File: config.mk
export PLATFORM = sky130hd
export DESIGN_NAME = gcr_regs
export DESIGN_NICKNAME = d
export VERILOG_FILES = /design/src/gcr_pkg.sv /design/src/gcr_dev_gate.sv /design/src/gcr_regs.sv
export VERILOG_INCLUDE_DIRS = /design/src /design/src/src
export SDC_FILE = /design/constraint.sdc
export NUM_CORES = 1
export LEC_CHECK = 0
export BUFFER_PORTS_ARGS = -buffer_cell sky130_fd_sc_hd__buf_4
export CELL_PAD_IN_SITES_DETAIL_PLACEMENT = 0
export CELL_PAD_IN_SITES_GLOBAL_PLACEMENT = 1
export CORE_AREA = 2 2 69 71
export CTS_BUF_LIST = sky130_fd_sc_hd__clkbuf_16
export DETAILED_ROUTE_END_ITERATION = 16
export DIE_AREA = 0 0 71 73
export PLACE_DENSITY = 0.83
export SLEW_MARGIN = 10
export SYNTH_ARGS = -nofsm -noshare
export SYNTH_HDL_FRONTEND = slang
export SYNTH_SLANG_ARGS = --single-unit
File: constraint.sdc
create_clock -name ref_clk -period 3.5 [get_ports ref_clk]
set_input_delay 0.7 -clock ref_clk [delete_from_list [all_inputs] [get_ports ref_clk]]
set_output_delay 0.7 -clock ref_clk [all_outputs]
set_load 0.02 [all_outputs]
File: src/gcr_cfg.svh
/*
  constants for the low global configuration registers: indices, field
  positions, reset values and fixed read bits.
  assumes inclusion by bare name from design files only.
*/
`ifndef GCR_CFG_SVH
`define GCR_CFG_SVH

// ----------------------------------------------------------------------
// register indices
// ----------------------------------------------------------------------
`define GCR_IDX_ZERO       8'h00
`define GCR_IDX_ONE        8'h01
`define GCR_IDX_TWO        8'h02
`define GCR_IDX_THREE      8'h03
`define GCR_IDX_LOCK_LAST  8'h2f

// ----------------------------------------------------------------------
// reset values
// ----------------------------------------------------------------------
`define GCR_RST_ZERO       8'h28
`define GCR_RST_ONE        8'h9c
`define GCR_RST_TWO        8'h88
`define GCR_RST_THREE      8'h70

// ----------------------------------------------------------------------
// writable bit masks and fixed read values
// ----------------------------------------------------------------------
`define GCR_WMASK_ZERO     8'h80
`define GCR_FIXED_ZERO     8'h28
`define GCR_WMASK_ONE      8'h8c
`define GCR_FIXED_ONE      8'h10
`define GCR_WMASK_TWO      8'h88
`define GCR_FIXED_TWO      8'h00
`define GCR_WMASK_THREE    8'h85
`define GCR_FIXED_THREE    8'h70

// ----------------------------------------------------------------------
// field positions
// ----------------------------------------------------------------------
`define GCR_BIT_VALID      7
`define GCR_BIT_PAR_PWR    2
`define GCR_BIT_PAR_MODE   3
`define GCR_BIT_LOCK       7
`define GCR_BIT_SER1_PWR   3
`define GCR_BIT_SER2_PWR   7
`define GCR_BIT_PGOOD_SEL  0
`define GCR_BIT_PIN_HI     7
`define GCR_BIT_PIN_LO     2
`define GCR_BIT_ZERO3      3

// value read while the lock hides the registers
`define GCR_LOCKED_READ    8'hff

`endif

File: src/gcr_pkg.sv
/*
  types for the low global configuration registers.
  assumes gcr_cfg.svh supplies the numeric constants.
*/
package gcr_pkg;

  // function of the shared pin
  typedef enum logic [1:0] {
    GCR_PIN_DEFAULT  = 2'b00,
    GCR_PIN_RESERVED = 2'b01,
    GCR_PIN_ADDR_QUAL = 2'b10,
    GCR_PIN_AUX_IRQ  = 2'b11
  } gcr_pin_fn_t;

  // host register access request
  typedef struct packed {
    logic       cfg_state;
    logic [7:0] index;
    logic       wr;
    logic       rd;
    logic [7:0] wdata;
  } gcr_req_t;

  // controls handed to the function blocks
  typedef struct packed {
    logic        par_power;
    logic        par_printer_mode;
    logic        ser1_power;
    logic        ser2_power;
    logic        pgood_reserved;
    gcr_pin_fn_t pin_fn;
    logic        valid_flag;
  } gcr_ctl_t;

endpackage

File: src/gcr_dev_gate.sv
/*
  power gating of one logical device: pins off when powered down,
  address decode kept while the base address stays valid.
  assumes the base address and the raw decode come from the same clock.
*/
`timescale 1ns/1ps
module gcr_dev_gate
  import gcr_pkg::*;
#(
  parameter int ADDR_W   = 11,
  parameter int MIN_BASE = 256
) (
  // clock and reset
  input  wire logic              ref_clk,
  input  wire logic              reset_n,
  // control
  input  wire logic              power_on,
  input  wire logic [ADDR_W-1:0] base_addr,
  input  wire logic              addr_hit,
  // results
  output logic                   dev_enable_q,
  output logic                   decode_en_q,
  output logic                   range_check_q
);

  wire base_valid = (base_addr >= ADDR_W'(MIN_BASE));

  always_ff @(posedge ref_clk) begin
    if (!reset_n) begin
      dev_enable_q  <= 1'b0;
      decode_en_q   <= 1'b0;
      range_check_q <= 1'b0;
    end else begin
      dev_enable_q  <= power_on;
      // decode follows the base address and the raw hit, not the power bit
      decode_en_q   <= base_valid & addr_hit;
      // powered-down device still joins range checking
      range_check_q <= base_valid;
    end
  end

  gate_pwr_a: assert property (@(posedge ref_clk) disable iff (!reset_n)
    !power_on ##1 1 |-> !dev_enable_q) else $error("device enabled while powered down");
  gate_range_a: assert property (@(posedge ref_clk) disable iff (!reset_n)
    (base_valid && !power_on) |=> range_check_q) else $error("range check dropped");
  gate_on_a: assert property (@(posedge ref_clk) disable iff (!reset_n)
    power_on |=> dev_enable_q) else $error("device off while powered");
  decode_keep_a: assert property (@(posedge ref_clk) disable iff (!reset_n)
    (base_valid && addr_hit && !power_on) |=> decode_en_q) else $error("decode lost at power down");
  decode_off_a: assert property (@(posedge ref_clk) disable iff (!reset_n)
    !base_valid |=> (!decode_en_q && !range_check_q)) else $error("decode below base limit");

endmodule

File: src/gcr_regs.sv
/*
  low global configuration registers zero to three, with lock, power
  controls and pin-function selects; three power gates instantiated.
  assumes the host interface presents single-cycle read/write strobes
  in ref_clk, and that configuration-state entry is decided outside.
*/
`timescale 1ns/1ps
`include "gcr_cfg.svh"
module gcr_regs
  import gcr_pkg::*;
#(
  parameter int ADDR_W = 11
) (
  // clock and reset
  input  wire logic              ref_clk,
  input  wire logic              reset_n,
  // host register access
  input  wire gcr_req_t          req,
  output logic [7:0]             rdata_q,
  output logic                   rvalid_q,
  // base addresses and raw decodes of the logical devices
  input  wire logic [ADDR_W-1:0] par_base,
  input  wire logic [ADDR_W-1:0] ser1_base,
  input  wire logic [ADDR_W-1:0] ser2_base,
  input  wire logic              par_hit,
  input  wire logic              ser1_hit,
  input  wire logic              ser2_hit,
  // controls to function blocks
  output gcr_ctl_t               ctl_q,
  output logic [2:0]             dev_enable_q,
  output logic [2:0]             decode_en_q,
  output logic [2:0]             range_check_q,
  // current lock state
  output logic                   unlocked_q
);

  // ----------------------------------------------------------------------
  // storage
  // ----------------------------------------------------------------------
  logic [7:0] reg_zero_q, reg_one_q, reg_two_q, reg_three_q;
  logic [7:0] reg_zero_d, reg_one_d, reg_two_d, reg_three_d;

  // ----------------------------------------------------------------------
  // decode
  // ----------------------------------------------------------------------
  wire lock_open  = reg_one_q[`GCR_BIT_LOCK];
  wire in_locked  = (req.index <= `GCR_IDX_LOCK_LAST);
  // config state must be active, and the lock open unless the index is above GCR_IDX_LOCK_LAST
  wire acc_ok     = req.cfg_state & (lock_open | ~in_locked);
  wire wr_ok      = acc_ok & req.wr;
  wire sel_zero   = (req.index == `GCR_IDX_ZERO);
  wire sel_one    = (req.index == `GCR_IDX_ONE);
  wire sel_two    = (req.index == `GCR_IDX_TWO);
  wire sel_three  = (req.index == `GCR_IDX_THREE);
  wire mine       = sel_zero | sel_one | sel_two | sel_three;

  // only writable bits are stored; fixed bits come back on read
  assign reg_zero_d  = (wr_ok & sel_zero)
                     ? (req.wdata & `GCR_WMASK_ZERO) : reg_zero_q;
  // the lock bit may only fall, never rise, by a write
  wire [7:0] one_wr  = req.wdata & `GCR_WMASK_ONE;
  wire [7:0] one_new = {one_wr[7] & reg_one_q[7], one_wr[6:0]};
  assign reg_one_d   = (wr_ok & sel_one)   ? one_new : reg_one_q;
  assign reg_two_d   = (wr_ok & sel_two)
                     ? (req.wdata & `GCR_WMASK_TWO) : reg_two_q;
  assign reg_three_d = (wr_ok & sel_three)
                     ? (req.wdata & `GCR_WMASK_THREE) : reg_three_q;

  // read mux with fixed bits merged in
  wire [7:0] rd_zero  = (reg_zero_q  & `GCR_WMASK_ZERO)  | `GCR_FIXED_ZERO;
  wire [7:0] rd_one   = (reg_one_q   & `GCR_WMASK_ONE)   | `GCR_FIXED_ONE;
  wire [7:0] rd_two   = (reg_two_q   & `GCR_WMASK_TWO)   | `GCR_FIXED_TWO;
  wire [7:0] rd_three = (reg_three_q & `GCR_WMASK_THREE) | `GCR_FIXED_THREE;
  wire [7:0] rd_sel   = sel_zero ? rd_zero :
                        sel_one  ? rd_one  :
                        sel_two  ? rd_two  : rd_three;
  // locked reads return a fixed pattern instead of contents
  wire [7:0] rd_val   = acc_ok ? rd_sel : `GCR_LOCKED_READ;
  wire       rd_go    = req.rd & req.cfg_state & mine;

  // pin function pair taken from bits 7 and 2
  wire [1:0] pin_sel  = {reg_three_q[`GCR_BIT_PIN_HI], reg_three_q[`GCR_BIT_PIN_LO]};

  // ----------------------------------------------------------------------
  // registers
  // ----------------------------------------------------------------------
  always_ff @(posedge ref_clk) begin
    if (!reset_n) begin
      reg_zero_q  <= `GCR_RST_ZERO & `GCR_WMASK_ZERO;
      reg_one_q   <= `GCR_RST_ONE & `GCR_WMASK_ONE;
      reg_two_q   <= `GCR_RST_TWO & `GCR_WMASK_TWO;
      reg_three_q <= `GCR_RST_THREE & `GCR_WMASK_THREE;
    end else begin
      reg_zero_q  <= reg_zero_d;
      reg_one_q   <= reg_one_d;
      reg_two_q   <= reg_two_d;
      reg_three_q <= reg_three_d;
    end
  end

  always_ff @(posedge ref_clk) begin
    if (!reset_n) begin
      rdata_q  <= 8'h00;
      rvalid_q <= 1'b0;
    end else begin
      rvalid_q <= rd_go;
      rdata_q  <= rd_go ? rd_val : 8'h00;
    end
  end

  // controls follow the stored bits one cycle later
  always_ff @(posedge ref_clk) begin
    if (!reset_n) begin
      ctl_q      <= '{par_power: 1'b1, par_printer_mode: 1'b1, ser1_power: 1'b1,
                      ser2_power: 1'b1, pgood_reserved: 1'b0, pin_fn: GCR_PIN_DEFAULT,
                      valid_flag: 1'b0};
      unlocked_q <= 1'b1;
    end else begin
      ctl_q.par_power        <= reg_one_q[`GCR_BIT_PAR_PWR];
      ctl_q.par_printer_mode <= reg_one_q[`GCR_BIT_PAR_MODE];
      ctl_q.ser1_power       <= reg_two_q[`GCR_BIT_SER1_PWR];
      ctl_q.ser2_power       <= reg_two_q[`GCR_BIT_SER2_PWR];
      ctl_q.pgood_reserved   <= reg_three_q[`GCR_BIT_PGOOD_SEL];
      ctl_q.pin_fn           <= gcr_pin_fn_t'(pin_sel);
      // valid flag is exported for software visibility only
      ctl_q.valid_flag       <= reg_zero_q[`GCR_BIT_VALID];
      unlocked_q             <= lock_open;
    end
  end

  // ----------------------------------------------------------------------
  // power gates for parallel, primary serial, secondary serial
  // ----------------------------------------------------------------------
  wire [2:0]        pwr_bits = {reg_two_q[`GCR_BIT_SER2_PWR], reg_two_q[`GCR_BIT_SER1_PWR],
                                reg_one_q[`GCR_BIT_PAR_PWR]};
  wire [2:0]        hits     = {ser2_hit, ser1_hit, par_hit};
  wire [ADDR_W-1:0] bases [3];
  assign bases[0] = par_base;
  assign bases[1] = ser1_base;
  assign bases[2] = ser2_base;

  for (genvar g = 0; g < 3; g++) begin : g_gate
    gcr_dev_gate #(
      .ADDR_W   (ADDR_W),
      .MIN_BASE (256)
    ) u_gate (
      .ref_clk       (ref_clk),
      .reset_n       (reset_n),
      .power_on      (pwr_bits[g]),
      .base_addr     (bases[g]),
      .addr_hit      (hits[g]),
      .dev_enable_q  (dev_enable_q[g]),
      .decode_en_q   (decode_en_q[g]),
      .range_check_q (range_check_q[g])
    );
  end

  // ----------------------------------------------------------------------
  // checks
  // ----------------------------------------------------------------------
  lock_sticky_a: assert property (@(posedge ref_clk) disable iff (!reset_n)
    !reg_one_q[7] |=> !reg_one_q[7]) else $error("lock bit rose without reset");
  locked_write_a: assert property (@(posedge ref_clk) disable iff (!reset_n)
    (req.wr && !lock_open && sel_two) |=> $stable(reg_two_q)) else $error("locked write stored");
  no_cfg_write_a: assert property (@(posedge ref_clk) disable iff (!reset_n)
    (req.wr && !req.cfg_state && sel_zero) |=> $stable(reg_zero_q)) else $error("write outside config");
  locked_read_a: assert property (@(posedge ref_clk) disable iff (!reset_n)
    (rd_go && !lock_open) |=> rdata_q == `GCR_LOCKED_READ) else $error("locked read leaked");
  zero_fixed_a: assert property (@(posedge ref_clk) disable iff (!reset_n)
    (rd_go && lock_open && sel_zero) |=> (rdata_q[6:0] == 7'h28)) else $error("reg zero fixed bits");
  one_fixed_a: assert property (@(posedge ref_clk) disable iff (!reset_n)
    (rd_go && lock_open && sel_one) |=> (rdata_q & 8'h73) == 8'h10) else $error("reg one fixed bits");
  two_fixed_a: assert property (@(posedge ref_clk) disable iff (!reset_n)
    (rd_go && lock_open && sel_two) |=> (rdata_q & 8'h77) == 8'h00) else $error("reg two fixed bits");
  three_fixed_a: assert property (@(posedge ref_clk) disable iff (!reset_n)
    (rd_go && lock_open && sel_three) |=> (rdata_q & 8'h7a) == 8'h70) else $error("reg three fixed bits");
  par_power_a: assert property (@(posedge ref_clk) disable iff (!reset_n)
    (wr_ok && sel_one) |=> ##1 ctl_q.par_power == $past(req.wdata[2], 2)) else $error("parallel power lag");
  pin_fn_a: assert property (@(posedge ref_clk) disable iff (!reset_n)
    (wr_ok && sel_three) |=> ##1 ctl_q.pin_fn == gcr_pin_fn_t'({$past(req.wdata[7], 2), $past(req.wdata[2], 2)}))
    else $error("pin function lag");
  ser_power_a: assert property (@(posedge ref_clk) disable iff (!reset_n)
    (wr_ok && sel_two) |=> ##1 {ctl_q.ser2_power, ctl_q.ser1_power} == {$past(req.wdata[7], 2), $past(req.wdata[3], 2)})
    else $error("serial power lag");
  printer_mode_a: assert property (@(posedge ref_clk) disable iff (!reset_n)
    (wr_ok && sel_one) |=> ##1 ctl_q.par_printer_mode == $past(req.wdata[3], 2))
    else $error("printer mode lag");
  valid_flag_a: assert property (@(posedge ref_clk) disable iff (!reset_n)
    (wr_ok && sel_zero) |=> ##1 ctl_q.valid_flag == $past(req.wdata[7], 2))
    else $error("valid flag lag");
  lock_copy_a: assert property (@(posedge ref_clk) disable iff (!reset_n)
    1'b1 |=> unlocked_q == $past(lock_open)) else $error("lock copy wrong");
  read_only_a: assert property (@(posedge ref_clk) disable iff (!reset_n)
    !rd_go |=> (!rvalid_q && rdata_q == 8'h00)) else $error("answer without read");

endmodule

Word level (Yosys, flattened, before mapping):

Index checks and enable logic that the tools add are counted.

* flip-flop bits (word level): 36
* input port bits: 57
* logic and storage cells: 53
* output and inout port bits: 27

* equal/unequal tests: 3
* bitwise logic cells: 17
* reduce and logical (&&, ||, !) cells: 2
* magnitude comparators: 4
* muxes and demuxes: 4

Operators by type and width (count)
* 11-bit by 9-bit greater-or-equal comparator with 1-bit output, second input constant: 3
* 8-bit two-way mux: 4
* 8-bit by 2-bit == test with 1-bit output, second input constant: 2
* 1-bit bitwise AND: 12
* 8-bit by 1-bit == test with 1-bit output, second input constant: 1
* 8-bit by 6-bit less-or-equal comparator with 1-bit output, second input constant: 1
* 8-bit zero test: 1
* 1-bit OR: 4
* 2-bit AND reduction: 1
* 1-bit NOT: 1

Longest topological paths before layout:

Gate-level depths: netlist of run 1.

* depth after elaboration: 6
* gate-level depth with buffers: 5
* mapped depth without buffers: 3

Modules after synthesis:

Synthesis of run 1 repeated with hierarchy kept, for this count alone.

* cell total of the unflattened synthesis: 113
* area, all modules: 1296.2 sq um

By module, submodules not included
* gcr_regs: area an instance 1037.2 sq um, times used 1, sequential area each 540.5 sq um, cells each 95
* gcr_dev_gate: area an instance 86.3 sq um, times used 3, sequential area each 60.1 sq um, cells each 6

Least setup slack after synthesis of run 1:

No wires, ideal clock.

* path kind: input -> register
* from: in req[15] (netlist name)
* to: reg reg_one_q[2]
* arrival: 1588 ps
* path slack: 1791 ps
* data required time: 3379 ps
* buffers on the path: 0
* stages on the path: 3
* library setup time: 121 ps
* cells stage by stage: nor4_4 > nand4_2 > mux2_4

* cells in the longest elaborated chain, start to end: 6
* elaborated cells between the ends (all ways): 7
* classes of those cells: order compare (1); eq/ne (1); bitwise (5)

RTL lines
* start, declared: RTL line gcr_regs.sv:18 `input wire gcr_req_t req,`
* 8-bit by 6-bit less-or-equal comparator with 1-bit output (no line)
* 1-bit NOT: RTL line gcr_regs.sv:49 `wire acc_ok = req.cfg_state & (lock_open | ~in_locked);`
* 1-bit OR: RTL line gcr_regs.sv:49
* 1-bit bitwise AND: RTL line gcr_regs.sv:49
* 1-bit bitwise AND: RTL line gcr_regs.sv:50 `wire wr_ok = acc_ok & req.wr;`
* 1-bit bitwise AND *: RTL line gcr_regs.sv:63 `assign reg_one_d = (wr_ok & sel_one) ? one_new : reg_one_q;`
* end signal, assigned: RTL line gcr_regs.sv:90 `` reg_one_q <= `GCR_RST_ONE & `GCR_WMASK_ONE; ``
* end signal, assigned: RTL line gcr_regs.sv:95 `reg_one_q <= reg_one_d;`
* end, declared: RTL line gcr_regs.sv:40 `logic [7:0] reg_zero_q, reg_one_q, reg_two_q, reg_three_q;`

Mark *: on every way between the ends. The rest lies on a longest branch, timed or not.
A chain may end at the register's enable or synchronous reset.

Final worst setup path of run 1:

Ends and elaborated chain as after synthesis.

==> results of run 1 <==
==> per-stage QoR <==
stage	util	power (mW)	instance area (um2)
floorplan	-	0.468	1320
global placement	0.375	0.499	1700
detailed placement	0.375	0.500	1700
CTS	0.406	0.913	1840
global route	0.406	0.940	1840
finish	0.406	0.898	1840
==> path summary, 6_finish.rpt <==
kind | startpoint | endpoint | slack [ns] | cells past startpoint
setup / recovery | req[15] | reg_one_q[2] | 1.79 | 4
hold / removal | reg_three_q[2] | ctl_q[1] | 0.46 | 2
setup reg to reg | reg_one_q[7] | reg_one_q[2] | 2.21 | 3
hold reg to reg | reg_three_q[2] | ctl_q[1] | 0.46 | 2
==> final cells by class <==
type,count,area [um2]
Clock buffer,5,125
Clock inverter,3,11.3
Fill cell,452,2700
Inverter,10,37.5
Multi-Input combinational cell,66,464
Sequential cell,36,721
Tap cell,54,67.6
Timing Repair Buffer,55,413
==> critical path, stage by stage <==
cell     delay, ns
buf_4         0.12
nor4_4        0.45
nand4_2       0.26
mux2_4        0.35
==> routing by layer <==
layer / wire [um] / track usage
met1: 1040 / 0.113
met2: 1290 / 0.177
met3: 221 / 0.0552
met4: 81 / 0.0755
met5: 0 / 0
==> power by group <==
group	switching, mW	internal (mW)
clock	0.152	0.255
sequential	0.00146	0.417
combinational	0.0336	0.0385
total	0.187	0.711
==> synthesized netlist by cell type <==
cell,instances,area share
and4_1,1,0.0067
inv_1,10,0.029
or2_2,1,0.0048
nor4_4,1,0.016
nor2b_1,3,0.014
mux4_2,1,0.017
and2_1,7,0.033
mux2i_1,6,0.046
a21oi_1,7,0.027
mux2_2,2,0.017
o2bb2ai_1,1,0.0067
nand2b_1,6,0.029
dfxtp_1,36,0.55
nor2_1,8,0.023
nand2_1,10,0.029
o31a_1,1,0.0067
buf_2,2,0.0076
clkbuf_1,4,0.011
nand4_1,1,0.0048
mux2_4,1,0.011
nor3_1,3,0.011
o21a_1,1,0.0057
a2111oi_0,1,0.0067
nand4_2,3,0.029
buf_4,9,0.051
nor3b_2,1,0.0095
==> state kept, by name, indices dropped and copies added, names as in the netlist <==
register / cells
ctl_q: 8
rdata_q: 8
g_gate.u_gate.decode_en_q: 3
g_gate.u_gate.dev_enable_q: 3
g_gate.u_gate.range_check_q: 3
reg_one_q: 3
reg_three_q: 3
reg_two_q: 2
reg_zero_q: 1
rvalid_q: 1
unlocked_q: 1
==> cells by family after synthesis <==
logic type	after synthesis	synth area share
multiplexers	10	0.0913
AND/OR/NAND/NOR	45	0.209
AO/OA/AOI/OAI	11	0.0523
buffers and inverters	25	0.0989
flip-flops	36	0.548
==> out/metrics.yaml, run 1 <==
status: "complete, no violations"
pin_count_of_the_biggest_net_entering_global_routing: 18
final.setup.tns_ns: 0
routedWlPerCell_um: 11.5
detail_route.wirelength_um: 2630
gr-usage-all-layers: 0.110
synth.avg_cell_area_um2: 10.4
report.final.slew_viol_count: 0
share_of_final_layout_standard_cells_stronger_than_drive_strength_1: 0.400
finalNetCount: 231
synthesis.instances: 127
hpwlAfterDp_um: 1960
start_kind: "input port"
grt_pass1_vias: 955
fin_skew_ns: 0.00462
p_per_area_nw_per_um2: 488
min_period_over_period: 0.488
hold_ws_ns: 0.460
die_area_um2: 5180
data_arrival_time_of_the_worst_path_ns: 1.88
initialDrtViolationCount: 26
clock-root-buffer: "clkbuf_16"
synth_nets: 184
ctsResizeCount: 0
diodes: 0
worst-endpoint-required_ns: 3.67
hold_path_class: "flop to flop"
syn_area_um2: 1320
grt_antenna_before_repair: 0
coreArea_um2: 4540
drc_errors: 0
htree_levels: 2
dp_slack_ns: 1.49
die_height_um: 73
dp_cells: 221
gp_congestion: 0.742
tightestPinTransition_ns: 0.533
finalHoldViolCount: 0
dr.pass1.iters: 4
timing.max_slew.rel_slack: 0.644
setup_repair_after_global_routing_missed_its_margin: "false"
max_cap_viol_count: 0
clock_sink_count: 36
cts_tree: "done"
number_of_register_bits_inferred_by_synthesis: 36
worst_ir_drop_vdd_mv: 0.173
setup_viol: 0
grt_remaining_overflow: 0
period_needed_ns: 1.71
holdBufCountCts: 0
cts_setup_buffers: 0
clock_tree.buffer_depth: 2
clk_pin_slew_worst_paths_ns: 0.05
synth.yosys.seq_area_share: 0.548
num_vias: 997
io_buffers: 55
tritoncts.num_buffers: 5
total_number_of_placement_rows: 25
layoutNonFillerInstCount: 229
num_io_pins: 84
area.growth.synth_to_final_pct: 39.9
worst_setup_path_end_kind: "flop"
maxClockFrequency_mhz: 585
vias_per_cell: 4.35
die_w_um: 71
most-common-layout-cells: "buf_4 (55), dfxtp_1 (36), inv_1 (12)"
number_of_nets_with_antenna_violations_after_routing: 0
grt_first_pass_wirelength_um: 4230
clock_latency_ns: 0.28
synth_cell_type_count: 26
synth.yosys.warnings: 0
worst-path-max-fanout: 5
mostFrequentLayoutCell: "buf_4"
start_util: 0.290
critPathKind: "input port to flop"
timing.final.ws_setup_ns: 1.79
static-leakage-power_nw: 0.888
Power figures use the tool's default switching activity.
==> run 2, diff against run 1 <==
--- a/config.mk
+++ b/config.mk
@@ -9,11 +9,11 @@
 export BUFFER_PORTS_ARGS = -buffer_cell sky130_fd_sc_hd__buf_4
 export CELL_PAD_IN_SITES_DETAIL_PLACEMENT = 0
 export CELL_PAD_IN_SITES_GLOBAL_PLACEMENT = 1
-export CORE_AREA = 2 2 69 71
+export CORE_AREA = 2 2 75 77
 export CTS_BUF_LIST = sky130_fd_sc_hd__clkbuf_16
 export DETAILED_ROUTE_END_ITERATION = 16
-export DIE_AREA = 0 0 71 73
-export PLACE_DENSITY = 0.83
+export DIE_AREA = 0 0 77 79
+export PLACE_DENSITY = 0.75
 export SLEW_MARGIN = 10
 export SYNTH_ARGS = -nofsm -noshare
 export SYNTH_HDL_FRONTEND = slang
==> constraint.sdc (replaced) <==
create_clock -name ref_clk -period 1.5 [get_ports ref_clk]
set_input_delay 0.3 -clock ref_clk [delete_from_list [all_inputs] [get_ports ref_clk]]
set_output_delay 0.3 -clock ref_clk [all_outputs]
set_load 0.02 [all_outputs]
==> run 2 against run 1 <==
Global-route usage is 1.1 points lower. Clock skew fell by 0.0017 ns. Wire length grew 4.8%. Flip-flop and latch count unchanged. Critical path depth shrank 1. Cell count up 10%. Sequential power up 130%. Clock power is 130% higher. Non-clock buffer count increased by 5. First-iteration DRC count shrank 15%. Setup slack worse by 1.6 ns. Largest power group unchanged. Highest routed layer unchanged.
==> out/metrics.yaml, run 2 (synthesis gave the netlist of run 1 again) <==
r2r_end: "reg_one_q[2]"  # unchanged
ctsResizeCount: 0  # unchanged
clock_latency_ns: 0.27  # was 0.28 ns
number_of_nets_with_antenna_violations_after_routing: 0  # unchanged
holdBufCountCts: 0  # unchanged
htree_levels: 2  # unchanged
critPathKind: "flop to flop"  # was input port to flop
setup_repair_after_global_routing_missed_its_margin: "false"  # unchanged
initialDrtViolationCount: 22  # was 26
period_needed_ns: 1.29
grt_first_pass_wirelength_um: 4520  # was 4230 um
detail_route.wirelength_um: 2750  # was 2630 um
worst_ir_drop_vdd_mv: 0.514  # was 0.173 mV
tritoncts.num_buffers: 5  # unchanged
total_number_of_placement_rows: 27  # was 25
coreArea_um2: 5340  # was 4540 um2
mostFrequentLayoutCell: "buf_4"  # unchanged
final_design_area_no_fill_um2: 1900  # was 1840 um2
vias_per_cell: 4.04  # was 4.35
timing.max_slew.rel_slack: 0.600  # was 0.644
grt_remaining_overflow: 0  # unchanged
gr-usage-all-layers: 0.0994  # was 0.110
area.growth.synth_to_final_pct: 44.4  # was 39.9%
io_buffers: 55  # unchanged
clock-root-buffer: "clkbuf_16"  # unchanged
clock_sink_count: 36  # unchanged
data_arrival_time_of_the_worst_path_ns: 1.45  # was 1.88 ns
pin_count_of_the_biggest_net_entering_global_routing: 18  # unchanged
setup_viol: 0  # unchanged
static-leakage-power_nw: 0.912  # was 0.888 nW
startpoint_of_the_worst_register_to_register_path: "reg_one_q[7]"  # unchanged
largestRegisters: "ctl_q (8), rdata_q (8)"  # unchanged
holdCritStartpoint: "ser2_hit"  # was reg_three_q[2]
start_kind: "flop"  # was input port
hpwlAfterDp_um: 2080  # was 1960 um
worst_setup_path_startpoint: "reg_one_q[7]"  # was req[15]
drc_errors: 0  # unchanged
status: "complete, no violations"  # unchanged
worst-path-max-fanout: 4  # was 5
report.final.slew_viol_count: 0  # unchanged
post_dp_cell_area_um2: 1760  # was 1700 um2
dr.pass1.iters: 4  # unchanged
num_io_pins: 84  # unchanged
die_height_um: 79  # was 73 um
final.setup.tns_ns: 0  # unchanged
clock_tree.buffer_depth: 2  # unchanged
cts_setup_buffers: 0  # unchanged
maxClockFrequency_mhz: 775
min_period_over_period: 0.860
finalNetCount: 236  # was 231
whs_path_depth: 2  # unchanged
grt_antenna_before_repair: 0  # unchanged
finalHoldViolCount: 0  # unchanged
worst_r2r_path_depth: 3  # unchanged
routedWlPerCell_um: 10.9  # was 11.5 um
fin_skew_ns: 0.00292  # was 0.00462 ns
cts_tree: "done"  # unchanged
die_w_um: 77  # was 71 um
hold-path-endpoint: "g_gate[2].u_gate.decode_en_q"  # was ctl_q[1]
gp_congestion: 0.782  # was 0.742
total_power_mw: 2.10  # was 0.898 mW
num_vias: 1018  # was 997
die_area_um2: 6080  # was 5180 um2
grt_pass1_vias: 1029  # was 955
hold_path_class: "input port to flop"  # was flop to flop
reg2reg_slack_ns: 0.21  # was 2.21 ns
clk_pin_slew_worst_paths_ns: 0.05  # about the same
share_of_final_layout_standard_cells_stronger_than_drive_strength_1: 0.417  # was 0.400
worst_setup_path_end_kind: "flop"  # unchanged
p_per_area_nw_per_um2: 1100  # was 488 nW/um2
max_cap_viol_count: 0  # unchanged
tightestPinTransition_ns: 0.599  # was 0.533 ns
worst-endpoint-required_ns: 1.66  # was 3.67 ns
start_util: 0.246  # was 0.290
diodes: 0  # unchanged
most-common-layout-cells: "buf_4 (60), dfxtp_1 (36), inv_1 (12)"  # was buf_4 (55), dfxtp_1 (36), inv_1 (12)
run 2: changes by cell type in the layout (fill, tap and decap cells not counted), sizes merged:
cell / delta
buf: +5
run 2: how the worst max path moves through the flow:
stage	to	slack, ns	depth (start not counted)
after floorplan	reg_one_q[2]	0.19	3
after global placement	reg_one_q[2]	0.04	5
after detailed placement	reg_one_q[2]	0.03	5
after CTS	reg_one_q[2]	0.19	3
after global routing	rdata_q[4]	0.05	3
final	reg_one_q[2]	0.21	3
run 2: per-layer routing:
| metal | track usage | vias to the layer above | wire length (um) |
|---|---|---|---|
| li1 | - | 512 | - |
| met1 | 0.110 | 464 | 1160 |
| met2 | 0.160 | 36 | 1310 |
| met3 | 0.0318 | 6 | 175 |
| met4 | 0.0768 | 0 | 104 |
| met5 | 0 | - | 0 |
run 2: worst max-delay path, cell delays in order (launching register included):
cell     delay [ns]
dfxtp_1        0.33
o31a_1         0.37
nand4_2        0.17
mux2_4         0.31
run 2: power breakdown:
part | internal [mW] | leakage [nW] | switching (mW) | total (mW)
Clock | 0.596 | 0.0738 | 0.355 | 0.951
Sequential | 0.972 | 0.293 | 0.00375 | 0.976
Combinational | 0.0919 | 0.544 | 0.0796 | 0.172
run 2: through the flow:
stage | utilization | worst slack [ns] | hold WS (ns) | cells
after floorplan | - | 0.191 | 0.419 | 127
after global placement | 0.330 | 0.0373 | 0.438 | 244
after detailed placement | 0.330 | 0.0342 | 0.448 | 244
after CTS | 0.356 | 0.195 | 0.217 | 252
after global routing | 0.356 | 0.0491 | 0.236 | 252
final | 0.356 | 0.210 | 0.224 | 252
run 2: final cells by class:
| cell class | instances | area, um2 |
|---|---|---|
| fillers | 586 | 3440 |
| flip-flops and latches | 36 | 721 |
| clock buffers | 5 | 125 |
| multi-input cells | 66 | 464 |
| inverters | 10 | 37.5 |
| well taps | 72 | 90.1 |
| repair buffers | 60 | 450 |
| clock inverters | 3 | 11.3 |
